$ cat src/hw/swd_pkg.sv
package swd_pkg;
	// device register offsets, as seen over the bus-side register port
	localparam logic [11:0] REG_STATUS = 12'h130;
	localparam logic [11:0] REG_MULT = 12'h400;
	localparam logic [11:0] REG_LPI_WD = 12'h410;
	localparam logic [11:0] REG_BUS_WD = 12'h420;
	localparam logic [11:0] REG_SYNC_CFG = 12'h800;
	localparam logic [11:0] REG_SAFE_VAL = 12'h810;
	// register reset values
	localparam logic [15:0] MULT_RST = 16'h09c2;
	localparam logic [15:0] BUS_WD_RST = 16'h03e8;
	localparam logic [15:0] LPI_WD_RST = 16'h03e8;
	localparam logic [2:0] SYNC_CFG_RST = 3'h0;
	localparam logic [7:0] SAFE_VAL_RST = 8'h00;
	// sync channel configuration bits
	localparam int SYNC_CH0_BIT = 0;
	localparam int SYNC_CH1_BIT = 1;
	localparam int SYNC_CH2_BIT = 2;
	// status register fields
	localparam int STAT_BUS_EXP_BIT = 4;
	localparam int STAT_LPI_EXP_BIT = 5;
	localparam int STAT_REQ_ERR_BIT = 6;
	// timing: base tick from the clock rate, watchdog tick adds two base ticks
	localparam int CLK_FREQ_HZ = 25000000;
	localparam int BASE_TICK_NS = 40;
	localparam int BASE_TICK_CYCLES = (BASE_TICK_NS * (CLK_FREQ_HZ / 1000000)) / 1000;
	localparam logic [16:0] TICK_EXTRA = 17'h00002;
	localparam int DEFAULT_TIMEOUT_MS = 100;
	// process data width
	localparam int PD_W = 8;
	// master-side software register offsets
	localparam logic [3:0] M_CTRL = 4'h0;
	localparam logic [3:0] M_MULT = 4'h1;
	localparam logic [3:0] M_LPI = 4'h2;
	localparam logic [3:0] M_BUS = 4'h3;
	localparam logic [3:0] M_REQ = 4'h4;
	localparam logic [3:0] M_OUT = 4'h5;
	localparam logic [3:0] M_STAT = 4'h6;
	localparam logic [3:0] M_RADDR = 4'h7;
	localparam logic [3:0] M_RDATA = 4'h8;
	localparam int CTRL_DL_EN_BIT = 0;
	localparam int CTRL_START_BIT = 1;
	// slave state machine states
	typedef enum logic [2:0] {ST_INIT, ST_PREOP, ST_SAFE_OPERATIONAL_STATE, ST_OP, ST_BOOT} swd_state_type;
endpackage

$ cat src/hw/swd_if.sv
`timescale 1ns/10ps
interface swd_if;
	import swd_pkg::*;
	// register port, read data one cycle after the read strobe
	logic [11:0] reg_addr;
	logic [15:0] reg_wdata;
	logic reg_we;
	logic reg_re;
	logic [15:0] reg_rdata;
	// process data exchange
	logic pd_wr;
	logic [PD_W-1:0] pd_out;
	logic [PD_W-1:0] pd_in;
	// state request and current state
	swd_state_type state_req;
	swd_state_type state_cur;

	modport master (output reg_addr, reg_wdata, reg_we, reg_re, pd_wr, pd_out, state_req,
		input reg_rdata, pd_in, state_cur);
	modport device (input reg_addr, reg_wdata, reg_we, reg_re, pd_wr, pd_out, state_req,
		output reg_rdata, pd_in, state_cur);
endinterface

$ cat src/hw/swd_slave_controller.sv
// The address-and-strobe port was decided locally.
`timescale 1ns/10ps
// Functional notes
// - expired watchdog forces outputs to safe value
// - two independent watchdogs, 100 ms default
// - shared tick multiplier at 400h
// - own timer counts at 410h, 420h
// - master downloads settings only when enabled
// - bus watchdog restarts on process-data access
// - bus watchdog expiry leaves state untouched
// - bus expiry holds until next access
// - local watchdog trips without local access
// - tick is multiplier plus two base ticks
// - defaults: multiplier 2498, bus count 1000
// - bus timer zero disables that watchdog
// - five states, master drives transitions
// - init after reset, no exchange
// - init to preop checks mailbox channels
// - preop allows mailbox, no process data
// - preop to safe_operational_state checks, copies inputs
// - safe_operational_state exchanges data, outputs stay safe
// - disabled bus watchdog lets safe_operational_state outputs switch
// - master sends outputs before op request
// - op copies master data to outputs
// - boot only from init, file transfer only
module swd_slave_controller
	import swd_pkg::*;
#(
	parameter logic [15:0] MULT_RESET = MULT_RST,
	parameter logic [15:0] BUS_WD_RESET = BUS_WD_RST,
	parameter logic [15:0] LPI_WD_RESET = LPI_WD_RST
)
(
	// clock and reset
	input wire logic CLOCK_I,
	input wire logic RST_I,
	// link from the bus master
	swd_if.device LINK,
	// local process side
	input wire logic [PD_W-1:0] IN_I,
	input wire logic LPI_ACCESS_I,
	output logic [PD_W-1:0] OUT_O,
	// status
	output swd_state_type STATE_O,
	output logic MBX_EN_O,
	output logic FILE_XFER_ONLY_O,
	output logic PD_EN_O,
	output logic BUS_WD_EXP_O,
	output logic LPI_WD_EXP_O
);
	logic [15:0] mult_q, lpi_wd_q, bus_wd_q;
	logic [2:0] sync_cfg_q;
	logic [PD_W-1:0] safe_val_q, out_data_q, pd_in_q;
	logic [PD_W-1:0] in_s1_q, in_s2_q;
	logic [16:0] pre_q;
	logic [15:0] bus_cnt_q, lpi_cnt_q;
	logic bus_exp_q, lpi_exp_q, req_err_q;
	swd_state_type state_q;

	// next count of one watchdog: restart on access, saturate once expired
	function automatic logic [15:0] wd_next(input logic [15:0] cnt, input logic kick,
		input logic tick, input logic expd);
		if (kick)
			wd_next = 16'h0000;
		else if (tick && !expd)
			wd_next = cnt + 16'h0001;
		else
			wd_next = cnt;
	endfunction

	// expiry flag: access clears it, a zero timer keeps it off;
	// a count already past a lowered timer trips on the next tick
	function automatic logic wd_exp(input logic [15:0] cnt, input logic [15:0] tmr,
		input logic kick, input logic tick, input logic expd);
		if (kick || tmr == 16'h0000)
			wd_exp = 1'b0;
		else
			wd_exp = expd || (tick && cnt >= tmr - 16'h0001);
	endfunction

	// register write decode
	wire wr_mult = LINK.reg_we && LINK.reg_addr == REG_MULT;
	wire wr_lpi = LINK.reg_we && LINK.reg_addr == REG_LPI_WD;
	wire wr_bus = LINK.reg_we && LINK.reg_addr == REG_BUS_WD;
	wire wr_sync = LINK.reg_we && LINK.reg_addr == REG_SYNC_CFG;
	wire wr_safe = LINK.reg_we && LINK.reg_addr == REG_SAFE_VAL;

	// exchange permissions per state
	// nothing allowed in init
	wire pd_ok = state_q == ST_SAFE_OPERATIONAL_STATE || state_q == ST_OP;
	wire mbx_ok = state_q == ST_PREOP || pd_ok;
	wire bus_kick = LINK.pd_wr && pd_ok;
	wire lpi_kick = LPI_ACCESS_I;

	wire [16:0] tick_len = {1'b0, mult_q} + TICK_EXTRA;
	wire tick = pre_q == tick_len - 17'h00001;

	// transition legality
	wire mbx_cfg_ok = sync_cfg_q[SYNC_CH0_BIT] && sync_cfg_q[SYNC_CH1_BIT];
	wire pd_cfg_ok = sync_cfg_q[SYNC_CH2_BIT];
	wire req_new = LINK.state_req != state_q;
	logic req_legal;
	always_comb
	begin
		case (LINK.state_req)
			ST_INIT: req_legal = 1'b1;
			ST_PREOP: req_legal = (state_q == ST_INIT && mbx_cfg_ok) || pd_ok;
			ST_SAFE_OPERATIONAL_STATE: req_legal = (state_q == ST_PREOP && pd_cfg_ok) || state_q == ST_OP;
			ST_OP: req_legal = state_q == ST_SAFE_OPERATIONAL_STATE;
			ST_BOOT: req_legal = state_q == ST_INIT;
			default: req_legal = 1'b0;
		endcase
	end
	wire take = req_new && req_legal;
	wire entering_safe = take && LINK.state_req == ST_SAFE_OPERATIONAL_STATE && state_q == ST_PREOP;

	// output selection
	// timer zero frees safe_operational_state outputs
	wire out_live = (state_q == ST_OP || (state_q == ST_SAFE_OPERATIONAL_STATE && bus_wd_q == 16'h0000))
		&& !bus_exp_q && !lpi_exp_q;
	wire [PD_W-1:0] out_d = out_live ? out_data_q : safe_val_q;

	// registers; timer and multiplier start-up values come from parameters so a bench can shorten them
	always_ff @(posedge CLOCK_I or posedge RST_I)
	begin
		if (RST_I)
		begin
			mult_q <= MULT_RESET;
			lpi_wd_q <= LPI_WD_RESET;
			bus_wd_q <= BUS_WD_RESET;
			sync_cfg_q <= SYNC_CFG_RST;
			safe_val_q <= SAFE_VAL_RST;
		end
		else
		begin
			if (wr_mult)
				mult_q <= LINK.reg_wdata;
			if (wr_lpi)
				lpi_wd_q <= LINK.reg_wdata;
			if (wr_bus)
				bus_wd_q <= LINK.reg_wdata;
			if (wr_sync)
				sync_cfg_q <= LINK.reg_wdata[2:0];
			if (wr_safe)
				safe_val_q <= LINK.reg_wdata[PD_W-1:0];
		end
	end

	// prescaler runs free, so a restart lands up to one tick early
	always_ff @(posedge CLOCK_I or posedge RST_I)
	begin
		if (RST_I)
			pre_q <= 17'h00000;
		else if (tick || pre_q >= tick_len)
			pre_q <= 17'h00000;
		else
			pre_q <= pre_q + 17'h00001;
	end

	// the two watchdogs
	always_ff @(posedge CLOCK_I or posedge RST_I)
	begin
		if (RST_I)
		begin
			bus_cnt_q <= 16'h0000;
			lpi_cnt_q <= 16'h0000;
			bus_exp_q <= 1'b0;
			lpi_exp_q <= 1'b0;
		end
		else
		begin
			bus_cnt_q <= wd_next(bus_cnt_q, bus_kick, tick, bus_exp_q);
			lpi_cnt_q <= wd_next(lpi_cnt_q, lpi_kick, tick, lpi_exp_q);
			bus_exp_q <= wd_exp(bus_cnt_q, bus_wd_q, bus_kick, tick, bus_exp_q);
			lpi_exp_q <= wd_exp(lpi_cnt_q, lpi_wd_q, lpi_kick, tick, lpi_exp_q);
		end
	end

	// input pins pass two flops before use
	always_ff @(posedge CLOCK_I or posedge RST_I)
	begin
		if (RST_I)
		begin
			in_s1_q <= 8'h00;
			in_s2_q <= 8'h00;
		end
		else
		begin
			in_s1_q <= IN_I;
			in_s2_q <= in_s1_q;
		end
	end

	// state machine and process data
	always_ff @(posedge CLOCK_I or posedge RST_I)
	begin
		if (RST_I)
		begin
			state_q <= ST_INIT;
			req_err_q <= 1'b0;
			out_data_q <= SAFE_VAL_RST;
			pd_in_q <= 8'h00;
		end
		else
		begin
			if (take)
				state_q <= LINK.state_req;
			req_err_q <= req_new && !req_legal;
			if (bus_kick)
				out_data_q <= LINK.pd_out;
			// inputs copied as safe_operational_state is acknowledged
			if (pd_ok || entering_safe)
				pd_in_q <= in_s2_q;
		end
	end

	// registered status and pins
	always_ff @(posedge CLOCK_I or posedge RST_I)
	begin
		if (RST_I)
		begin
			OUT_O <= SAFE_VAL_RST;
			MBX_EN_O <= 1'b0;
			FILE_XFER_ONLY_O <= 1'b0;
			PD_EN_O <= 1'b0;
			BUS_WD_EXP_O <= 1'b0;
			LPI_WD_EXP_O <= 1'b0;
			LINK.reg_rdata <= 16'h0000;
		end
		else
		begin
			OUT_O <= out_d;
			MBX_EN_O <= mbx_ok;
			FILE_XFER_ONLY_O <= state_q == ST_BOOT;
			PD_EN_O <= pd_ok;
			BUS_WD_EXP_O <= bus_exp_q;
			LPI_WD_EXP_O <= lpi_exp_q;
			if (!LINK.reg_re)
				LINK.reg_rdata <= 16'h0000;
			else
			begin
				case (LINK.reg_addr)
					REG_STATUS: LINK.reg_rdata <= {9'h000, req_err_q, lpi_exp_q, bus_exp_q,
						1'b0, state_q};
					REG_MULT: LINK.reg_rdata <= mult_q;
					REG_LPI_WD: LINK.reg_rdata <= lpi_wd_q;
					REG_BUS_WD: LINK.reg_rdata <= bus_wd_q;
					REG_SYNC_CFG: LINK.reg_rdata <= {13'h0000, sync_cfg_q};
					REG_SAFE_VAL: LINK.reg_rdata <= {8'h00, safe_val_q};
					default: LINK.reg_rdata <= 16'h0000;
				endcase
			end
		end
	end

	assign STATE_O = state_q;
	assign LINK.state_cur = state_q;
	assign LINK.pd_in = pd_in_q;
endmodule

$ cat src/flat_wrapper.sv
// flat-port wrapper written by rule: the top's interface ports become plain ports
module swd_slave_controller_flat import swd_pkg::*;
#(
	parameter logic [15:0] MULT_RESET = MULT_RST,
	parameter logic [15:0] BUS_WD_RESET = BUS_WD_RST,
	parameter logic [15:0] LPI_WD_RESET = LPI_WD_RST
)
  (CLOCK_I, RST_I, IN_I, LPI_ACCESS_I, OUT_O, STATE_O, MBX_EN_O, FILE_XFER_ONLY_O, PD_EN_O, BUS_WD_EXP_O, LPI_WD_EXP_O, LINK_reg_addr, LINK_reg_wdata, LINK_reg_we, LINK_reg_re, LINK_pd_wr, LINK_pd_out, LINK_state_req, LINK_reg_rdata, LINK_pd_in, LINK_state_cur);
  swd_if LINK_i ();
  input wire logic CLOCK_I;
  input wire logic RST_I;
  input wire logic [PD_W-1:0] IN_I;
  input wire logic LPI_ACCESS_I;
  output logic [PD_W-1:0] OUT_O;
  output swd_state_type STATE_O;
  output logic MBX_EN_O;
  output logic FILE_XFER_ONLY_O;
  output logic PD_EN_O;
  output logic BUS_WD_EXP_O;
  output logic LPI_WD_EXP_O;
  input wire logic [$bits(LINK_i.reg_addr)-1:0] LINK_reg_addr;
  input wire logic [$bits(LINK_i.reg_wdata)-1:0] LINK_reg_wdata;
  input wire logic [$bits(LINK_i.reg_we)-1:0] LINK_reg_we;
  input wire logic [$bits(LINK_i.reg_re)-1:0] LINK_reg_re;
  input wire logic [$bits(LINK_i.pd_wr)-1:0] LINK_pd_wr;
  input wire logic [$bits(LINK_i.pd_out)-1:0] LINK_pd_out;
  input wire logic [$bits(LINK_i.state_req)-1:0] LINK_state_req;
  output wire logic [$bits(LINK_i.reg_rdata)-1:0] LINK_reg_rdata;
  output wire logic [$bits(LINK_i.pd_in)-1:0] LINK_pd_in;
  output wire logic [$bits(LINK_i.state_cur)-1:0] LINK_state_cur;
  assign LINK_i.reg_addr = LINK_reg_addr;
  assign LINK_i.reg_wdata = LINK_reg_wdata;
  assign LINK_i.reg_we = LINK_reg_we;
  assign LINK_i.reg_re = LINK_reg_re;
  assign LINK_i.pd_wr = LINK_pd_wr;
  assign LINK_i.pd_out = LINK_pd_out;
  assign LINK_i.state_req = LINK_state_req;
  assign LINK_reg_rdata = LINK_i.reg_rdata;
  assign LINK_pd_in = LINK_i.pd_in;
  assign LINK_state_cur = LINK_i.state_cur;
  swd_slave_controller #(.MULT_RESET(MULT_RESET), .BUS_WD_RESET(BUS_WD_RESET), .LPI_WD_RESET(LPI_WD_RESET)) u_core (.CLOCK_I(CLOCK_I), .RST_I(RST_I), .LINK(LINK_i), .IN_I(IN_I), .LPI_ACCESS_I(LPI_ACCESS_I), .OUT_O(OUT_O), .STATE_O(STATE_O), .MBX_EN_O(MBX_EN_O), .FILE_XFER_ONLY_O(FILE_XFER_ONLY_O), .PD_EN_O(PD_EN_O), .BUS_WD_EXP_O(BUS_WD_EXP_O), .LPI_WD_EXP_O(LPI_WD_EXP_O));
endmodule
$ cat config.mk
export PLATFORM = sky130hd
export DESIGN_NAME = swd_slave_controller_flat
export DESIGN_NICKNAME = d
export VERILOG_FILES = /design/src/hw/swd_pkg.sv /design/src/hw/swd_if.sv /design/src/hw/swd_slave_controller.sv /design/src/flat_wrapper.sv
export SDC_FILE = /design/constraint.sdc
export NUM_CORES = 1
export LEC_CHECK = 0
export BUFFER_PORTS_ARGS = -buffer_cell sky130_fd_sc_hd__clkbuf_2
export CAP_MARGIN = 5
export CORE_ASPECT_RATIO = 1.2
export CORE_UTILIZATION = 45
export CTS_BUF_LIST = sky130_fd_sc_hd__clkbuf_8 sky130_fd_sc_hd__clkbuf_16
export DETAILED_ROUTE_END_ITERATION = 7
export PLACE_DENSITY = 0.66
export REMOVE_ABC_BUFFERS = 1
export SYNTH_ARGS = -nofsm -noshare
export SYNTH_HDL_FRONTEND = slang
export SYNTH_SLANG_ARGS = --single-unit
$ cat constraint.sdc
create_clock -name CLOCK_I -period 5.4 [get_ports CLOCK_I]
set_clock_uncertainty 0.15 [all_clocks]
set_input_delay 0.27 -clock CLOCK_I [delete_from_list [all_inputs] [get_ports CLOCK_I]]
set_output_delay 0.27 -clock CLOCK_I [all_outputs]
set_load 0.02 [all_outputs]
# Yosys cells after proc, flatten, opt, wreduce, memory -nomap -nowiden
# Cells that the tools add are included.
# Widths: inputs -> output; s select.
[totals]
regBits = 175
output_inout_bits = 43
inputBits = 53
[classes]
muxes = 11
n_lt_le_gt_ge = 3
n_eq_ne = 16
reduce_logical = 40
n_addsub = 7
[op_table]
columns = ["cell", "n"]
rows = [
  ["$pmux 16 s6", 1],
  ["$mux 16", 5],
  ["$eq 12x11->1 const B", 3],
  ["$add 16x1->16 const B", 2],
  ["$ge 16x16->1", 2],
  ["$logic_not 16->1", 2],
  ["$sub 16x1->16 const B", 2],
  ["$eq 12x12->1 const B", 2],
  ["$logic_and 1x1->1", 20],
  ["$add 16x2->17 const B", 1],
  ["$add 17x1->17 const B", 1],
  ["$eq 17x17->1", 1],
  ["$ge 17x17->1", 1],
  ["$mux 17", 1],
  ["$sub 17x1->17 const B", 1],
  ["$eq 12x9->1 const B", 1],
  ["$eq 3x2->1 const B", 4],
  ["$logic_or 1x1->1", 11],
  ["$mux 8", 1],
  ["$eq 3x1->1 const B", 2],
  ["$eq 3x3->1 const B", 2],
  ["$logic_not 3->1", 2],
  ["$pmux 1 s5", 1],
  ["$reduce_bool 2->1", 2],
  ["other kinds (3)", 6],
]

# Logic depth before layout (Yosys ltp)
[logic_depth]
depth_word = 8
depth_mapped = 15
mapped_depth_nobuf = 14

# Least setup slack after synthesis
# OpenSTA, ideal clock, no wires.
[synth_timing]
path_type = "flip-flop to flip-flop"
start = "register u_core.mult_q[1]"
end = "register u_core.lpi_cnt_q[10]"
arrival_time_ps = 3800
path_stages_with_launch = 13
required_ps = 5122
setup_slack_ps = 1323
path_buffers = 1
synth_period_minus_slack_ps = 4077
cell_sequence = "dfstp_2 ha_1 or4b_4 o32ai_4 o2111ai_1 xor2_1 or3_1 a2111oi_4 nand3_2 or3_1 buf_2 nor4_2 mux2_1"
[synth_via]
elab_chain_len = 5
[synth_lines]
columns = ["item", "line_no", "source"]
rows = [
  ["start, declared", "swd_slave_controller.sv:51", "logic [15:0] mult_q, lpi_wd_q, bus_wd_q;"],
  ["start signal, assigned", "swd_slave_controller.sv:137", "mult_q <= LINK.reg_wdata;"],
  ["$add 16x2->17", "swd_slave_controller.sv:95", "wire [16:0] tick_len = {1'b0, mult_q} + TICK_EXTRA;"],
  ["$sub 17x1->17", "swd_slave_controller.sv:96", "wire tick = pre_q == tick_len - 17'h00001;"],
  ["$eq 17x17->1", "swd_slave_controller.sv:96", ""],
  ["$logic_and 1x1->1", "swd_slave_controller.sv:65", "else if (tick && !expd)"],
  ["$reduce_bool 2->1 (no line)", "--", ""],
  ["end signal, assigned", "swd_slave_controller.sv:173", "lpi_cnt_q <= wd_next(lpi_cnt_q, lpi_kick, tick, lpi_exp_q);"],
  ["end, declared", "swd_slave_controller.sv:56", "logic [15:0] bus_cnt_q, lpi_cnt_q;"],
]
# Every way passes these cells.
# A chain may end at the register's enable or synchronous reset.

# Worst setup path after layout
[layout_timing]
start = "register u_core.mult_q[1]"
end = "register u_core.lpi_cnt_q[8]"
# The elaborated chain is that of the path after synthesis.

==> impl_results.md <==
* Slew HR at 34.6%
* Clk sink count at between 150 and 200
* Antenna viol nets, final at 0
* Vias in the first global route at 7883
* Placed cell count at 1391
* H-tree lvl count at 4
* CTS tree: yes
* Max-slew violations at 0
* Slew @ Worst Pin at approximately 1000 ps
* Total CTS buffers at 17
* Post-detail-place hpwl at 18300 um
* Router iterations before antenna repair at 6
* Final hold violation count at 0
* Final non-filler cell total at 1449
* Post-synth top area share at 37.8%
* Commonest non-fill, non-tap cell in the layout: dfrtp_1
* I/O pin count at between 90 and 100
* Vias/cell at approximately 5.6
* Fin nets at 1237
* Die Ht at 169 um
* Final Setup Violations at 0
* Root Driver: clkbuf_16
* Pwr dens at 291 nW/um2
* CTS resizes at 0
* Commonest cells after routing, fill and taps aside: dfrtp_1 (158), nor2_1 (99), nand2_1 (96), clkbuf_2 (95), mux2_2 (73)
* Status: complete, no violations
* Post-synth ARST share at 100%
* Initial core utilization at 46.3%
* Seq/Total Area, Yosys at 42.1%
* Layout cell share with drive strength beyond 1 at between 20 and 25%
* First-pass GRT wire length at 40700 um
* Filler cell count at approximately 2000
* CP Capture Type: flip-flop
* Via count at 8102
* Die W at 141 um
* Main synth FF type: dfrtp_1
* Synth area leader: dfrtp_1
* Seq cells post-synth at 175
* Hold path depth at 2
* Setup_tns at 0 ps
* Area growth syn-to-layout at 15.1%
* Critical path class: reg2reg
* Gate Count Post-Synth at 1029
* Hold Crit Class: in2reg
* Reg-to-reg startpoint: u_core.mult_q[1]$_DFFE_PP1P_
* Worst R2R End: u_core.lpi_cnt_q[8]$_DFFE_PP0P_
* Clock latency on the worst-skew pair at 440 ps
* Fmax achieved at 0.209 GHz
* Avg Synthesized Cell Area at slightly above 10 um2
* Avg WL per Cell at between 15 and 20 um
* Largest net degree at the start of global routing at 71
* Max_cap viols at 0
* Final WL at 25100 um
* Die area at 23900 um2
* VDD IR max at 0.224 mV
* Number of port buffers at 95
* Worst Reg-to-Reg Cells at 11
* Placer congestion estimate at slightly below 0.9
* Leakage at roughly 0.0055 uW
* Kind of start point of the critical path: flip-flop
* Starting DRT DRC Count at 594
* Clock Pin Slew Worst Setup and Hold Paths at 80 ps
* Core Area at 22600 um2
* RSZ-0062 raised after global routing: false
* Post-synth EDFFs at 0
* Synth top area cells: dfrtp_1 (38%), mux2_2 (7.9%), ha_1 (6.9%)
* CP required at 5600 ps
* Drt drc at 0
* Synth warnings at 0
* Min-delay src: LINK_reg_wdata[7]
* Critical path arrival at 4990 ps
* Post-synthesis cell type count at 85
* Min cycle time layout at 4790 ps
* Initial antenna violation count at 0
* Crit-path max FO at 21
* Global route total overflow at 0
* R2r setup slk at 610 ps
* Rows at 60
* Max Root-Sink Buffers at 2
* GRT Total Usage at 21.7%
* Hold Crit Endpoint: u_core.bus_wd_q[7]$_DFFE_PP1P_
* Number of buffers added for setup after CTS at 0
* Final worst path period share at 88.7%
* Cell Area, Synth at 10500 um2
* Diodes inserted at 0
metrics by stage:
| step | utilization (%) | cell area, um2 | hold WS [ps] | total power [uW] | setup slack [ps] |
|---|---|---|---|---|---|
| floorplan | - | 10200 | 151 | 2030 | 263 |
| global placement | 49.4 | 11200 | 181 | 2250 | 698 |
| detailed placement | 49.4 | 11200 | 185 | 2270 | 638 |
| CTS | 53.3 | 12000 | 2.20 | 3540 | 625 |
| global route | 53.3 | 12000 | 18.4 | 3680 | 379 |
| finish | 53.3 | 12000 | 22.8 | 3500 | 609 |
worst max-delay path, stage by stage, from the launching register on:
cell       delay, ps
dfstp_2          630
ha_1             420
nand2_2          190
o32ai_4          620
o2111ai_1        220
xor2_1           190
or3_1            380
a2111oi_4        350
nand3_2          140
or3_1            630
or4_1            610
a21oi_1          150
metal layers:
metal | wire length, um | global-route usage, % | share of wire [%] | vias up
met5 | 0 | 0 | 0 | -
met4 | 710 | 8.65 | 2.8 | 0
met3 | 1070 | 3.37 | 4.3 | 52
met2 | 12300 | 36.8 | 49 | 209
met1 | 11100 | 27.8 | 44 | 3956
li1 | - | - | - | 3885
cells by family after synthesis:
| family | synth area share (%) |
|---|---|
| compound gates | 10.5 |
| xor+xnor | 8.28 |
| fa+ha+maj | 6.94 |
| buf+inv | 3.03 |
| flops | 42.1 |
| mux | 10.5 |
| simple gates | 18.7 |
Yosys cell counts, drive strengths merged (12+ instances only):
master    n
dfrtp   158
nor2     99
nand2    97
mux2     77
ha       58
xnor2    58
o21ai    37
xor2     33
clkbuf   31
nand3    31
nor3     28
a21oi    23
mux2i    23
inv      21
buf      19
nand4    18
dfstp    17
a21o     16
nor2b    15
nor4     15
and3     12
or3      12
state kept, by name (all words and copies together), names as in the netlist, 16 cells and up:
signal,cells
u_core.bus_wd_q,16
u_core.bus_cnt_q,16
u_core.lpi_wd_q,16
u_core.LINK.reg_rdata,16
u_core.mult_q,16
u_core.pre_q,17
u_core.lpi_cnt_q,16
cell type report:
class                      instances  area [um2]  share of cell area, %
timing repair buffer             128         788                   6.55
clock buffer                      17         425                   3.54
inverter                          21        83.8                  0.697
sequential                       175        4400                   36.6
clock inverter                    15         190                   1.58
tap                              310         388                   3.22
multi-input combinational        783        5760                   47.8
how the worst max path moves through the flow:
stage | startpoint | endpoint | cells past startpoint
after floorplan | RST_I | u_core.BUS_WD_EXP_O$_DFF_PP0_ | 1
after global placement | u_core.mult_q[1]$_DFFE_PP1P_ | u_core.lpi_cnt_q[8]$_DFFE_PP0P_ | 11
after detailed placement | u_core.mult_q[1]$_DFFE_PP1P_ | u_core.lpi_cnt_q[8]$_DFFE_PP0P_ | 11
after CTS | u_core.mult_q[1]$_DFFE_PP1P_ | u_core.lpi_cnt_q[8]$_DFFE_PP0P_ | 11
after global routing | u_core.mult_q[1]$_DFFE_PP1P_ | u_core.lpi_cnt_q[8]$_DFFE_PP0P_ | 11
final | u_core.mult_q[1]$_DFFE_PP1P_ | u_core.lpi_cnt_q[8]$_DFFE_PP0P_ | 11
power breakdown:
part           internal [uW]  switching [uW]  total (uW)
registers               1440             124        1560
logic                    299             393         693
clock network            628             619        1250
repair_timing:
action	in CTS	in global routing
endpoints found under the hold margin	101	0
hold buffers	26	0
endpoints found under the setup margin	0	0
(Power assumes the default switching activity.)
